$ cat src/shared/cpdg_pkg.sv
// constants for the command pulse decoder and electronic gear block
package cpdg_pkg;
	// ****************************************
	// register map (byte addresses)
	// ****************************************
	localparam int ADDR_W = 8;
	localparam logic [7:0] ADDR_CTRL = 8'h00;
	localparam logic [7:0] ADDR_PPR = 8'h04;
	localparam logic [7:0] ADDR_GNUM = 8'h08;
	localparam logic [7:0] ADDR_GDEN = 8'h0c;
	localparam logic [7:0] ADDR_ENCRES = 8'h10;
	localparam logic [7:0] ADDR_COUNT = 8'h14;
	localparam logic [7:0] ADDR_POSCMD = 8'h18;
	localparam logic [7:0] ADDR_STAT = 8'h1c;
	// ****************************************
	// control and status fields
	// ****************************************
	localparam int CTRL_ROT = 0;
	localparam int CTRL_CNTDIR = 1;
	localparam int CTRL_FMT_LO = 2;
	localparam int CTRL_FULLCL = 4;
	localparam int CTRL_CLEAR = 5;
	localparam int STAT_POSDIR = 0;
	localparam int STAT_OTPOS = 1;
	localparam int STAT_OTNEG = 2;
	localparam int STAT_OTSTOP = 3;
	// ****************************************
	// settings, limits and reset values
	// ****************************************
	localparam int GW = 31;
	localparam logic [1:0] FMT_QUAD_A = 2'h0;
	localparam logic [1:0] FMT_POSNEG = 2'h1;
	localparam logic [1:0] FMT_QUAD_B = 2'h2;
	localparam logic [1:0] FMT_PLSIGN = 2'h3;
	localparam logic [GW-1:0] PPR_MAX = 31'h00100000;
	localparam logic [GW-1:0] GEAR_MAX = 31'h40000000;
	localparam logic [GW-1:0] PPR_RST = 31'h00000000;
	localparam logic [GW-1:0] GNUM_RST = 31'h00000000;
	localparam logic [GW-1:0] GDEN_RST = 31'h00002710;
	localparam logic [GW-1:0] ENCRES_RST = 31'h00100000; // plain default, software sets it
	localparam logic [GW-1:0] UNITY = 31'h00000001;
	localparam logic [6:0] DIV_STEPS = 7'h40;
	localparam logic [1:0] RESP_OKAY = 2'h0;
	localparam logic [1:0] RESP_SLVERR = 2'h2;
	// divider sequence, gray along the loop
	typedef enum logic [1:0] {
		DV_IDLE = 2'h0,
		DV_LOAD = 2'h1,
		DV_DIV = 2'h3,
		DV_DONE = 2'h2
	} cpdg_div_e;
endpackage : cpdg_pkg

$ cat src/rtl/cpdg_top.sv
// command pulse decoder with electronic gear and axi4-lite settings
// Function
// - rotation setting 0 turns a positive command clockwise, 1 counterclockwise, negative opposite.
// - positive limit matters only for positive command, negative limit only for negative.
// - the command pulse train arrives on a pulse pair and a sign pair.
// - format 0 or 2 is quadrature, 1 is separate up/down trains, 3 is pulse plus sign.
// - counting direction 1 reverses the positive sense of every format.
// - the count moves only on the designated active edges, never on other transitions.
// - the counted pulses times the gear ratio form the position command.
// - a nonzero pulses-per-revolution value maps that many pulses to one revolution.
// - with pulses-per-revolution zero the ratio is numerator over denominator.
// - full-closed control ignores pulses-per-revolution and uses numerator over denominator.
// - the numerator accepts 0 to 2^30 and, when 0 in position control, becomes the resolution.
// - full-closed control with numerator 0 uses a ratio of one.
// - the denominator accepts 1 to 2^30 and never zero.
// - in position control, pulses-per-revolution and numerator both 0 give resolution over denominator.
`timescale 1ns/1ps
module cpdg_top import cpdg_pkg::*; (
	input wire logic aclk,
	input wire logic aresetn,
	input wire logic [ADDR_W-1:0] s_axi_awaddr,
	input wire logic s_axi_awvalid,
	output logic s_axi_awready,
	input wire logic [31:0] s_axi_wdata,
	input wire logic [3:0] s_axi_wstrb,
	input wire logic s_axi_wvalid,
	output logic s_axi_wready,
	output logic [1:0] s_axi_bresp,
	output logic s_axi_bvalid,
	input wire logic s_axi_bready,
	input wire logic [ADDR_W-1:0] s_axi_araddr,
	input wire logic s_axi_arvalid,
	output logic s_axi_arready,
	output logic [31:0] s_axi_rdata,
	output logic [1:0] s_axi_rresp,
	output logic s_axi_rvalid,
	input wire logic s_axi_rready,
	input wire logic cmd_pulse_in_pos,
	input wire logic cmd_pulse_in_neg,
	input wire logic cmd_dir_in_pos,
	input wire logic cmd_dir_in_neg,
	input wire logic overtravel_pos_in,
	input wire logic overtravel_neg_in,
	output logic [31:0] pos_cmd,
	output logic pos_cmd_valid,
	output logic motor_dir_ccw,
	output logic overtravel_stop
);
	// ****************************************
	// settings registers
	// ****************************************
	logic rotation_direction_setup;
	logic count_direction_setup;
	logic [1:0] input_format_setup;
	logic full_closed;
	logic count_clear;
	logic [GW-1:0] pulses_per_revolution;
	logic [GW-1:0] gear_numerator;
	logic [GW-1:0] gear_denominator;
	logic [GW-1:0] encoder_resolution;

	// ****************************************
	// pin synchronisation and decode
	// ****************************************
	logic [5:0] pins_s;
	logic pulse_lvl, sign_lvl, ot_pos, ot_neg;
	logic prev_pulse, prev_sign;
	logic raw_step, raw_up, step_up;
	logic signed [31:0] cmd_count;
	logic last_pos;

	cpdg_sync2 #(.W(6)) u_sync (
		.aclk(aclk),
		.aresetn(aresetn),
		.d({overtravel_neg_in, overtravel_pos_in, cmd_dir_in_neg, cmd_dir_in_pos,
			cmd_pulse_in_neg, cmd_pulse_in_pos}),
		.q(pins_s)
	);

	// a pair reads high when its legs are driven apart in the positive sense
	assign pulse_lvl = pins_s[0] & ~pins_s[1];
	assign sign_lvl = pins_s[2] & ~pins_s[3];
	assign ot_pos = pins_s[4];
	assign ot_neg = pins_s[5];

	// previous levels for edge detection
	always_ff @(posedge aclk) begin
		if (!aresetn) begin
			prev_pulse <= 1'b0;
			prev_sign <= 1'b0;
		end else begin
			prev_pulse <= pulse_lvl;
			prev_sign <= sign_lvl;
		end
	end

	// format decode; only listed edges produce a step
	always_comb begin
		raw_step = 1'b0;
		raw_up = 1'b0;
		unique case (input_format_setup)
			FMT_QUAD_A, FMT_QUAD_B: begin
				// a change on both phases at once is ambiguous and is dropped
				if (pulse_lvl != prev_pulse && sign_lvl == prev_sign) begin
					raw_step = 1'b1;
					raw_up = (pulse_lvl == sign_lvl);
				end else if (sign_lvl != prev_sign && pulse_lvl == prev_pulse) begin
					raw_step = 1'b1;
					raw_up = (pulse_lvl != sign_lvl);
				end
			end
			FMT_POSNEG: begin
				// simultaneous rises cancel, so no step is issued
				if ((pulse_lvl & ~prev_pulse) != (sign_lvl & ~prev_sign)) begin
					raw_step = 1'b1;
					raw_up = pulse_lvl & ~prev_pulse;
				end
			end
			FMT_PLSIGN: begin
				if (pulse_lvl & ~prev_pulse) begin
					raw_step = 1'b1;
					raw_up = sign_lvl;
				end
			end
		endcase
	end

	assign step_up = raw_up ^ count_direction_setup;

	// command pulse counter
	always_ff @(posedge aclk) begin
		if (!aresetn) begin
			cmd_count <= 32'sh0;
		end else if (count_clear) begin
			cmd_count <= 32'sh0;
		end else if (raw_step) begin
			cmd_count <= step_up ? cmd_count + 32'sh1 : cmd_count - 32'sh1;
		end
	end

	// command direction, motor rotation and overtravel gating
	always_ff @(posedge aclk) begin
		if (!aresetn) begin
			last_pos <= 1'b1;
			motor_dir_ccw <= 1'b0;
			overtravel_stop <= 1'b0;
		end else begin
			if (raw_step) begin
				last_pos <= step_up;
			end
			motor_dir_ccw <= last_pos ? rotation_direction_setup : ~rotation_direction_setup;
			overtravel_stop <= (last_pos & ot_pos) | (~last_pos & ot_neg);
		end
	end

	// ****************************************
	// gear ratio selection
	// ****************************************
	logic [GW-1:0] sel_num, sel_den;

	always_comb begin
		if (full_closed) begin
			sel_num = (gear_numerator == '0) ? UNITY : gear_numerator;
			sel_den = (gear_numerator == '0) ? UNITY : gear_denominator;
		end else if (pulses_per_revolution != '0) begin
			sel_num = encoder_resolution;
			sel_den = pulses_per_revolution;
		end else begin
			sel_num = (gear_numerator == '0) ? encoder_resolution : gear_numerator;
			sel_den = gear_denominator;
		end
	end

	// ****************************************
	// scaling: count * num / den, serial divide
	// ****************************************
	cpdg_div_e dv_state;
	logic [63:0] dvd;
	logic [31:0] rem;
	logic [GW-1:0] den_q;
	logic neg_q;
	logic [6:0] dv_cnt;
	logic [31:0] mag;
	logic [31:0] trial;

	// the whole count is rescaled each pass, so fractions never accumulate error
	assign mag = cmd_count[31] ? 32'(-cmd_count) : 32'(cmd_count);
	assign trial = {rem[30:0], dvd[63]};

	always_ff @(posedge aclk) begin
		if (!aresetn) begin
			dv_state <= DV_IDLE;
			dvd <= 64'h0;
			rem <= 32'h0;
			den_q <= UNITY;
			neg_q <= 1'b0;
			dv_cnt <= 7'h0;
		end else begin
			unique case (dv_state)
				DV_IDLE: dv_state <= DV_LOAD;
				DV_LOAD: begin
					dvd <= 64'(mag * {1'b0, sel_num});
					den_q <= (sel_den == '0) ? UNITY : sel_den;
					neg_q <= cmd_count[31];
					rem <= 32'h0;
					dv_cnt <= 7'h0;
					dv_state <= DV_DIV;
				end
				DV_DIV: begin
					if (trial >= {1'b0, den_q}) begin
						rem <= trial - {1'b0, den_q};
						dvd <= {dvd[62:0], 1'b1};
					end else begin
						rem <= trial;
						dvd <= {dvd[62:0], 1'b0};
					end
					dv_cnt <= dv_cnt + 7'h1;
					if (dv_cnt == DIV_STEPS - 7'h1) begin
						dv_state <= DV_DONE;
					end
				end
				DV_DONE: dv_state <= DV_IDLE;
			endcase
		end
	end

	// position command to the position loop
	always_ff @(posedge aclk) begin
		if (!aresetn) begin
			pos_cmd <= 32'h0;
			pos_cmd_valid <= 1'b0;
		end else begin
			pos_cmd_valid <= (dv_state == DV_DONE);
			if (dv_state == DV_DONE) begin
				pos_cmd <= neg_q ? -dvd[31:0] : dvd[31:0];
			end
		end
	end

	// ****************************************
	// axi4-lite write channel
	// ****************************************
	logic aw_go;
	logic [31:0] wval;
	logic [31:0] cur_w;
	logic w_ok;

	assign aw_go = s_axi_awready & s_axi_awvalid & s_axi_wvalid;

	// byte-lane merge of the write data onto the present contents
	always_comb begin
		unique case (s_axi_awaddr)
			ADDR_CTRL: cur_w = {26'h0, 1'b0, full_closed, input_format_setup,
				count_direction_setup, rotation_direction_setup};
			ADDR_PPR: cur_w = {1'b0, pulses_per_revolution};
			ADDR_GNUM: cur_w = {1'b0, gear_numerator};
			ADDR_GDEN: cur_w = {1'b0, gear_denominator};
			ADDR_ENCRES: cur_w = {1'b0, encoder_resolution};
			default: cur_w = 32'h0;
		endcase
		for (int i = 0; i < 4; i++) begin
			wval[i*8 +: 8] = s_axi_wstrb[i] ? s_axi_wdata[i*8 +: 8] : cur_w[i*8 +: 8];
		end
		// out-of-range settings are refused and leave the register as it was
		unique case (s_axi_awaddr)
			ADDR_CTRL, ADDR_ENCRES: w_ok = 1'b1;
			ADDR_PPR: w_ok = (wval <= {1'b0, PPR_MAX});
			ADDR_GNUM: w_ok = (wval <= {1'b0, GEAR_MAX});
			ADDR_GDEN: w_ok = (wval != 32'h0) && (wval <= {1'b0, GEAR_MAX});
			default: w_ok = 1'b0;
		endcase
	end

	// both channels are taken together, one cycle after both are offered
	always_ff @(posedge aclk) begin
		if (!aresetn) begin
			s_axi_awready <= 1'b0;
			s_axi_wready <= 1'b0;
			s_axi_bvalid <= 1'b0;
			s_axi_bresp <= RESP_OKAY;
		end else begin
			s_axi_awready <= ~s_axi_awready & s_axi_awvalid & s_axi_wvalid & ~s_axi_bvalid;
			s_axi_wready <= ~s_axi_awready & s_axi_awvalid & s_axi_wvalid & ~s_axi_bvalid;
			if (aw_go) begin
				s_axi_bvalid <= 1'b1;
				s_axi_bresp <= w_ok ? RESP_OKAY : RESP_SLVERR;
			end else if (s_axi_bready) begin
				s_axi_bvalid <= 1'b0;
			end
		end
	end

	// settings update
	always_ff @(posedge aclk) begin
		if (!aresetn) begin
			rotation_direction_setup <= 1'b0;
			count_direction_setup <= 1'b0;
			input_format_setup <= FMT_QUAD_A;
			full_closed <= 1'b0;
			count_clear <= 1'b0;
			pulses_per_revolution <= PPR_RST;
			gear_numerator <= GNUM_RST;
			gear_denominator <= GDEN_RST;
			encoder_resolution <= ENCRES_RST;
		end else begin
			count_clear <= aw_go & (s_axi_awaddr == ADDR_CTRL) & wval[CTRL_CLEAR];
			if (aw_go && w_ok) begin
				unique case (s_axi_awaddr)
					ADDR_CTRL: begin
						rotation_direction_setup <= wval[CTRL_ROT];
						count_direction_setup <= wval[CTRL_CNTDIR];
						input_format_setup <= wval[CTRL_FMT_LO +: 2];
						full_closed <= wval[CTRL_FULLCL];
					end
					ADDR_PPR: pulses_per_revolution <= wval[GW-1:0];
					ADDR_GNUM: gear_numerator <= wval[GW-1:0];
					ADDR_GDEN: gear_denominator <= wval[GW-1:0];
					ADDR_ENCRES: encoder_resolution <= wval[GW-1:0];
					default: ;
				endcase
			end
		end
	end

	// ****************************************
	// axi4-lite read channel
	// ****************************************
	logic [31:0] rd_mux;
	logic rd_hit;

	always_comb begin
		rd_hit = 1'b1;
		unique case (s_axi_araddr)
			ADDR_CTRL: rd_mux = {26'h0, 1'b0, full_closed, input_format_setup,
				count_direction_setup, rotation_direction_setup};
			ADDR_PPR: rd_mux = {1'b0, pulses_per_revolution};
			ADDR_GNUM: rd_mux = {1'b0, gear_numerator};
			ADDR_GDEN: rd_mux = {1'b0, gear_denominator};
			ADDR_ENCRES: rd_mux = {1'b0, encoder_resolution};
			ADDR_COUNT: rd_mux = cmd_count;
			ADDR_POSCMD: rd_mux = pos_cmd;
			ADDR_STAT: rd_mux = {28'h0, overtravel_stop, ot_neg, ot_pos, last_pos};
			default: begin
				rd_mux = 32'h0;
				rd_hit = 1'b0;
			end
		endcase
	end

	// address taken one cycle after it is offered, data registered at that same edge
	always_ff @(posedge aclk) begin
		if (!aresetn) begin
			s_axi_arready <= 1'b0;
			s_axi_rvalid <= 1'b0;
			s_axi_rdata <= 32'h0;
			s_axi_rresp <= RESP_OKAY;
		end else begin
			s_axi_arready <= ~s_axi_arready & s_axi_arvalid & ~s_axi_rvalid;
			if (s_axi_arready && s_axi_arvalid) begin
				s_axi_rvalid <= 1'b1;
				s_axi_rdata <= rd_mux;
				s_axi_rresp <= rd_hit ? RESP_OKAY : RESP_SLVERR;
			end else if (s_axi_rready) begin
				s_axi_rvalid <= 1'b0;
			end
		end
	end

	// ****************************************
	// checks
	// ****************************************
	AST_ROT_DIR: assert property (@(posedge aclk) disable iff (!aresetn)
		1'b1 |=> motor_dir_ccw == ($past(last_pos) ^ ~$past(rotation_direction_setup)))
		else $error("motor rotation does not follow command direction");
	AST_LIMIT: assert property (@(posedge aclk) disable iff (!aresetn)
		($past(last_pos) && !$past(ot_pos)) |-> !overtravel_stop)
		else $error("negative limit stopped a positive command");
	AST_NO_EDGE: assert property (@(posedge aclk) disable iff (!aresetn)
		(pulse_lvl == prev_pulse && sign_lvl == prev_sign && !count_clear)
		|=> cmd_count == $past(cmd_count))
		else $error("count moved without an active edge");
	AST_CNT_DIR: assert property (@(posedge aclk) disable iff (!aresetn)
		(raw_step && !count_clear && (raw_up != count_direction_setup))
		|=> cmd_count == $past(cmd_count) + 32'sh1)
		else $error("count direction setting not applied");
	AST_QUAD: assert property (@(posedge aclk) disable iff (!aresetn)
		(input_format_setup == FMT_QUAD_A && !count_direction_setup && !prev_pulse
		&& !prev_sign && !pulse_lvl && sign_lvl) |-> raw_step && step_up)
		else $error("b leading a did not count up");
	AST_SIGN: assert property (@(posedge aclk) disable iff (!aresetn)
		(input_format_setup == FMT_PLSIGN && pulse_lvl && !prev_pulse)
		|-> raw_step && (step_up == (sign_lvl ^ count_direction_setup)))
		else $error("pulse plus sign direction wrong");
	AST_DEN_LEGAL: assert property (@(posedge aclk) disable iff (!aresetn)
		gear_denominator != '0)
		else $error("denominator reached zero");
	AST_PPR_SEL: assert property (@(posedge aclk) disable iff (!aresetn)
		(!full_closed && pulses_per_revolution != '0)
		|-> sel_num == encoder_resolution && sel_den == pulses_per_revolution)
		else $error("pulses per revolution not used");
	AST_FC_UNITY: assert property (@(posedge aclk) disable iff (!aresetn)
		(full_closed && gear_numerator == '0) |-> sel_num == UNITY && sel_den == UNITY)
		else $error("full closed numerator zero not unity");
	AST_NUM0: assert property (@(posedge aclk) disable iff (!aresetn)
		(!full_closed && pulses_per_revolution == '0 && gear_numerator == '0)
		|-> sel_num == encoder_resolution && sel_den == gear_denominator)
		else $error("resolution over denominator not used");
	AST_DIV_TIME: assert property (@(posedge aclk) disable iff (!aresetn)
		(dv_state == DV_LOAD) |-> ##66 pos_cmd_valid)
		else $error("position command not produced in time");
endmodule : cpdg_top

$ cat src/rtl/cpdg_sync2.sv
// two-flop synchroniser for asynchronous pin levels
`timescale 1ns/1ps
module cpdg_sync2 #(
	parameter int W = 1
) (
	input wire logic aclk,
	input wire logic aresetn,
	input wire logic [W-1:0] d,
	output logic [W-1:0] q
);
	logic [W-1:0] meta;

	// first stage feeds only the second stage
	always_ff @(posedge aclk) begin
		if (!aresetn) begin
			meta <= '0;
			q <= '0;
		end else begin
			meta <= d;
			q <= meta;
		end
	end
endmodule : cpdg_sync2

$ cat config.mk
export PLATFORM = sky130hd
export DESIGN_NAME = cpdg_top
export DESIGN_NICKNAME = d
export VERILOG_FILES = /design/src/shared/cpdg_pkg.sv /design/src/rtl/cpdg_top.sv /design/src/rtl/cpdg_sync2.sv
export SDC_FILE = /design/constraint.sdc
export NUM_CORES = 2
export LEC_CHECK = 0
export BUFFER_PORTS_ARGS = -buffer_cell sky130_fd_sc_hd__buf_4
export CAP_MARGIN = 20
export CELL_PAD_IN_SITES_DETAIL_PLACEMENT = 0
export CELL_PAD_IN_SITES_GLOBAL_PLACEMENT = 1
export CORE_MARGIN = 2
export CORE_UTILIZATION = 35
export CTS_CLUSTER_DIAMETER = 120
export CTS_CLUSTER_SIZE = 40
export DETAILED_ROUTE_END_ITERATION = 8
export GPL_ROUTABILITY_DRIVEN = 0
export PLACE_DENSITY = 0.7
export SLEW_MARGIN = 25
export SYNTH_ARGS = -nofsm -noshare
export SYNTH_HDL_FRONTEND = slang
export SYNTH_HIERARCHICAL = 1
export SYNTH_SLANG_ARGS = --single-unit
$ cat constraint.sdc
create_clock -name aclk -period 16.7 [get_ports aclk]
set_input_delay 2.505 -clock aclk [delete_from_list [all_inputs] [get_ports aclk]]
set_output_delay 2.505 -clock aclk [all_outputs]
set_load 0.02 [all_outputs]
Yosys cells after proc, flatten, opt, wreduce, memory -nomap -nowiden --
Index checks and enable logic that the tools add are counted. Widths: inputs -> output; s select.
Storage, ports and cells: flip-flop bits (word level) 388, input port bits 65
Operators by class: add/sub/neg operators 6, $mul 1, order comparisons 3, eq/ne operators 26, mux-type cells 43, bitwise logic cells 28, reductions and logical operators 25
Operator list (count):
- $mux 31 | 9
- $pmux 32 s8 | 1
- $pmux 31 s5 | 1
- $pmux 64 s2 | 1
- $mux 32 | 3
- $neg 32->32 | 2
- $mul 32x31->63 | 1
- $logic_not 31->1 | 2
- $pmux 31 s2 | 1
- $eq 8x5->1 const B | 5
- $add 32x2->32 const B | 1
- $eq 8x4->1 const B | 4
- $ge 32x31->1 | 1
- $le 32x21->1 const B | 1
- $le 32x31->1 const B | 1
- $mux 8 | 4
- $reduce_bool 32->1 | 1
- $sub 32x2->32 const B | 1
- $reduce_bool 31->1 | 1
- $sub 31x31->31 | 1
- $eq 8x3->1 const B | 2
- $logic_not 8->1 | 2
- $and 1x1->1 | 15
- $mux 1 | 15
- other kinds (21) | 56

Longest topological paths before layout --
depth in word-level cells 9, gate-level depth with buffers 39, gate-level depth less buffers 34

By module --
Netlist, hierarchy kept.
Modules (own cells, without submodules):
- cpdg_top | instances 1, cells an instance 6136, area an instance 52029.9 sq um
- cpdg_sync2 | instances 1, cells an instance 25, area an instance 336.6 sq um

Least setup slack after synthesis --
OpenSTA, ideal clock, no wires.
path type reg2reg, start point register cmd_count[0], end point register dvd[60], library setup time 74 ps, data arrival time 9524 ps, data required time 16626 ps, setup slack 7102 ps, stages on the path, launching flop included 34, cells stage by stage dfxtp_1 > clkbuf_1 > inv_1 > clkbuf_1 > ha_1 > nand2_1 > or3_1 > o41a_1 > xnor2_1 > clkbuf_1 > nor2_1 > fa_1 > fa_1 > inv_1 > fa_1 > fa_1 > inv_1 > fa_1 > fa_1 > fa_1 > fa_1 > ha_1 > clkbuf_1 > a21oi_1 > o221ai_1 > a221o_1 > a21o_1 > a2111oi_0 > nor3_1 > a31oi_2 > o211ai_1 > and4_1 > or3_1 > a31oi_1
On the way: cells in the longest elaborated chain, start to end 4
RTL lines:
- start: declaration | line cpdg_top.sv:69 | logic signed [31:0] cmd_count;
- start signal: assignment | line cpdg_top.sv:137 | cmd_count <= step_up ? cmd_count + 32'sh1 : cmd_count - 32'sh1;
- $neg 32->32 | line cpdg_top.sv:187 | assign mag = cmd_count[31] ? 32'(-cmd_count) : 32'(cmd_count);
- $mux 32 * | line cpdg_top.sv:187
- $mul 32x31->63 * | line cpdg_top.sv:202 | dvd <= 64'(mag * {1'b0, sel_num});
- $pmux 64 s2 * | line cpdg_top.sv:199 | unique case (dv_state)
- end signal: assignment | line cpdg_top.sv:202
- end signal: assignment | line cpdg_top.sv:212 | dvd <= {dvd[62:0], 1'b1};
- end signal: assignment | line cpdg_top.sv:215 | dvd <= {dvd[62:0], 1'b0};
- end: declaration | line cpdg_top.sv:178 | logic [63:0] dvd;
Every way passes the cells marked *; elsewhere a longest branch is shown, timed or not. A chain may end at the register's enable or synchronous reset.

Worst setup path in the final report --
start point register gear_numerator[26], end point register dvd[60]
On the way: cells in the longest elaborated chain, start to end 6, elaborated cells between the ends (all ways) 7, classes of those cells 1 x mul; 5 x mux; 1 x reduce/logical
RTL lines:
- start: declaration | line cpdg_top.sv:58 | logic [GW-1:0] gear_numerator;
- start signal: assignment | line cpdg_top.sv:316 | ADDR_GNUM: gear_numerator <= wval[GW-1:0];
- $logic_not 31->1 | line cpdg_top.sv:163, cpdg_top.sv:169
- $mux 31 | line cpdg_top.sv:169 | sel_num = (gear_numerator == '0) ? encoder_resolution : gear_numerator;
- $mux 31 | line cpdg_top.sv:165 | end else if (pulses_per_revolution != '0) begin
- $mux 31 * | line cpdg_top.sv:162 | if (full_closed) begin
- $mul 32x31->63 * | line cpdg_top.sv:202
- $pmux 64 s2 * | line cpdg_top.sv:199
Marks and branches as above.

==> flow_summary.ini <==
[clock_network]
clkSinkCount = 386
root_buffer = clkbuf_16
clock_path_buffers = 3
ctsHoldBuffers = 0
clk_pin_slew_ns = 0.16
cts-resized-gates = 0
clock_latency_ns = 0.60
cts_buffers = 15
postCtsSetupRepairBufs = 0
htree_levels = 1
cts_tree = built

[floorplan]
io_pins = 141
die_x_um = 391
die_y_um = 391
initial_core_util = 0.353
fp-row-count = 141
dieArea_um2 = 153000
core_um2 = 148000

[timing]
setup_tns_ns = 0
finalSetupViolations = 0
slew-limit-headroom = 0.257
grt_setup_unrepaired = false
post-route-period-util = 0.684
worst_pin_slew_ns = 1.11
finalCriticalPeriod_ns = 11.42
hold_violations = 0
fmax_mhz = 87.6
skew_ns = 0.0416
slew_violations = 0

[layout]
stdcell_count = 8003
syn_to_final_growth_pct = 7.63
final_core_util = 0.380
final_common_cell = fa_1
final_layout_size_suffix_gt1_frac = 0.0705
final_nets = 7323
fill_cells = 15300
final_cell_mix = fa_1 (868), inv_1 (845), nand2_1 (759), nor2_1 (722), dfxtp_1 (383)

[global_routing]
grt_pass1_wl_um = 302000
antenna_found_initial = 12
grt.overflow.total = 0
grt_max_degree = 88
grt_usage = 0.264
grt_pass1_vias = 45700

[pwr]
leakage_nw = 25.4
powerDensity_nw_per_um2 = 98.5
vdd_drop_max_uv = 204

[logic_synthesis]
synthFlopType = dfxtp_1
ys_seq_area_frac = 0.148
synth.distinct_cells = 87
synth_cells = 6161
synth_edf_count = 0
netlist_area_um2 = 52400
avgSynthCellArea_um2 = 8.50
async_flop_share = 0
synth_warnings = 6
synth-seq-cells = 386

[detailed_routing]
wl_per_cell_um = 25.1
wl_um = 201000
firstDrtPassIters = 5
drt_iter0_drc = 4441
ant_nets = 0
avgViaCountPerCell = 5.65
drc = 0
vias = 45200

[placement]
hpwlAfterDp_um = 155000
dp_cells = 7977
io_buffer_count = 138

[run_status]
status = complete, no violations

[setup_path]
end_kind = register
critPathLaunchType = register
arrival_ns = 11.94
max_stage_delay_ns = 0.97
cp_slowest_cell = a22o_1
crit_required_ns = 17.23
critical_path_class = reg2reg
crit_path_frequent_cell = fa_1
worstPathMaxFanout = 53

[flow_run]
drv_cap = 0

[min_path]
worstHoldPathType = reg2reg
==> cells in the mapped netlist (all sizes together) (9+ instances only) <==
master | number | area share
o21bai | 18 | 0.0026
nand4 | 30 | 0.0036
nand3 | 130 | 0.012
and3 | 33 | 0.0039
o31ai | 18 | 0.0026
nor2 | 725 | 0.052
fa | 868 | 0.33
and4 | 13 | 0.0022
ha | 324 | 0.077
o31a | 11 | 0.0018
o21a | 20 | 0.0029
mux2i | 100 | 0.019
nand2 | 760 | 0.054
a31oi | 51 | 0.0062
dfxtp | 386 | 0.15
buf | 59 | 0.0059
or3 | 14 | 0.0017
or4 | 15 | 0.0022
a211oi | 54 | 0.0080
a221o | 9 | 0.0017
clkbuf | 335 | 0.024
mux2 | 30 | 0.0065
nor2b | 26 | 0.0031
nor4 | 38 | 0.0047
inv | 846 | 0.061
o211ai | 29 | 0.0042
nor3 | 35 | 0.0035
nand2b | 37 | 0.0044
a21o | 63 | 0.0090
o21ai | 250 | 0.024
o22ai | 36 | 0.0043
and2 | 47 | 0.0058
xnor2 | 101 | 0.017
o2bb2ai | 9 | 0.0015
a22oi | 142 | 0.020
a21oi | 234 | 0.022
xor2 | 107 | 0.018
a22o | 39 | 0.0065
==> logic make-up after synthesis <==
logic type / synth area share
AO/OA/AOI/OAI: 0.134
XOR/XNOR: 0.0348
adder cells (fa/ha/maj): 0.409
buffers and inverters: 0.0906
flip-flops: 0.148
multiplexers: 0.0256
other: 0.0000716
AND/OR/NAND/NOR: 0.159
==> power by group <==
part           switching (mW)  internal, mW  leakage [nW]
registers               0.141         0.995          3.14
clock network           0.356         0.181         0.232
logic                    2.47          1.40          22.0
total                    2.97          2.58          25.4
==> per-stage QoR <==
| step | hold WS [ns] | total power, mW | instance area (um^2) | worst slack (ns) |
|---|---|---|---|---|
| global route | 0.473 | 5.90 | 56400 | 4.87 |
| CTS | 0.458 | 5.50 | 56300 | 5.36 |
| finish | 0.458 | 5.55 | 56400 | 5.28 |
| floorplan | 0.412 | 3.60 | 52400 | 7.10 |
| detailed placement | 0.428 | 4.95 | 55800 | 5.35 |
| global placement | 0.418 | 4.94 | 55800 | 5.29 |
==> metal layers <==
layer  wire [um]  track usage  vias to the layer above
met5          57            0                        -
met4        8740       0.0929                        8
met3       18400       0.0577                      414
met2       91200        0.421                     1960
met1       82200        0.352                    23200
li1            -            -                    19700
==> critical path, delay by kind of cell, from the launching register on <==
kind,cells,cell delay (ns)
adders and majority gates,9,4.29
buffers and inverters,6,0.82
and+or+nand+nor,10,2.65
DFF,1,0.40
AOI/OAI and AO/OA,8,3.12
==> worst paths after layout <==
check                                                to                            start  slack, ns  cells after the start
worst max register to register     dvd[60]$_SDFFE_PN0N_  gear_numerator[26]$_SDFFE_PN0P_       5.28                     33
worst min-delay path            s_axi_wready$_SDFF_PN0_        s_axi_bvalid$_SDFFE_PN0P_       0.46                      1
worst min register to register  s_axi_wready$_SDFF_PN0_        s_axi_bvalid$_SDFFE_PN0P_       0.46                      1
worst max-delay path               dvd[60]$_SDFFE_PN0N_  gear_numerator[26]$_SDFFE_PN0P_       5.28                     33
==> sequential cells by signal, summed over array words and instances, names as in the netlist, 32 cells and up <==
register / count
cmd_count: 32
dvd: 64
s_axi_rdata: 32
pos_cmd: 32
==> cell type report <==
| class | instances | area (um^2) | share of cell area |
|---|---|---|---|
| well taps | 1930 | 2410 | 0.0428 |
| diodes | 2 | 5.00 | 0.0000888 |
| clock buffers | 17 | 383 | 0.00679 |
| inverters | 846 | 3180 | 0.0564 |
| clock inverters | 5 | 115 | 0.00204 |
| multi-input cells | 4536 | 40400 | 0.717 |
| repair buffers | 281 | 2140 | 0.0380 |
| flip-flops and latches | 386 | 7740 | 0.137 |
Note: power is estimated with default switching activity, not from simulation.
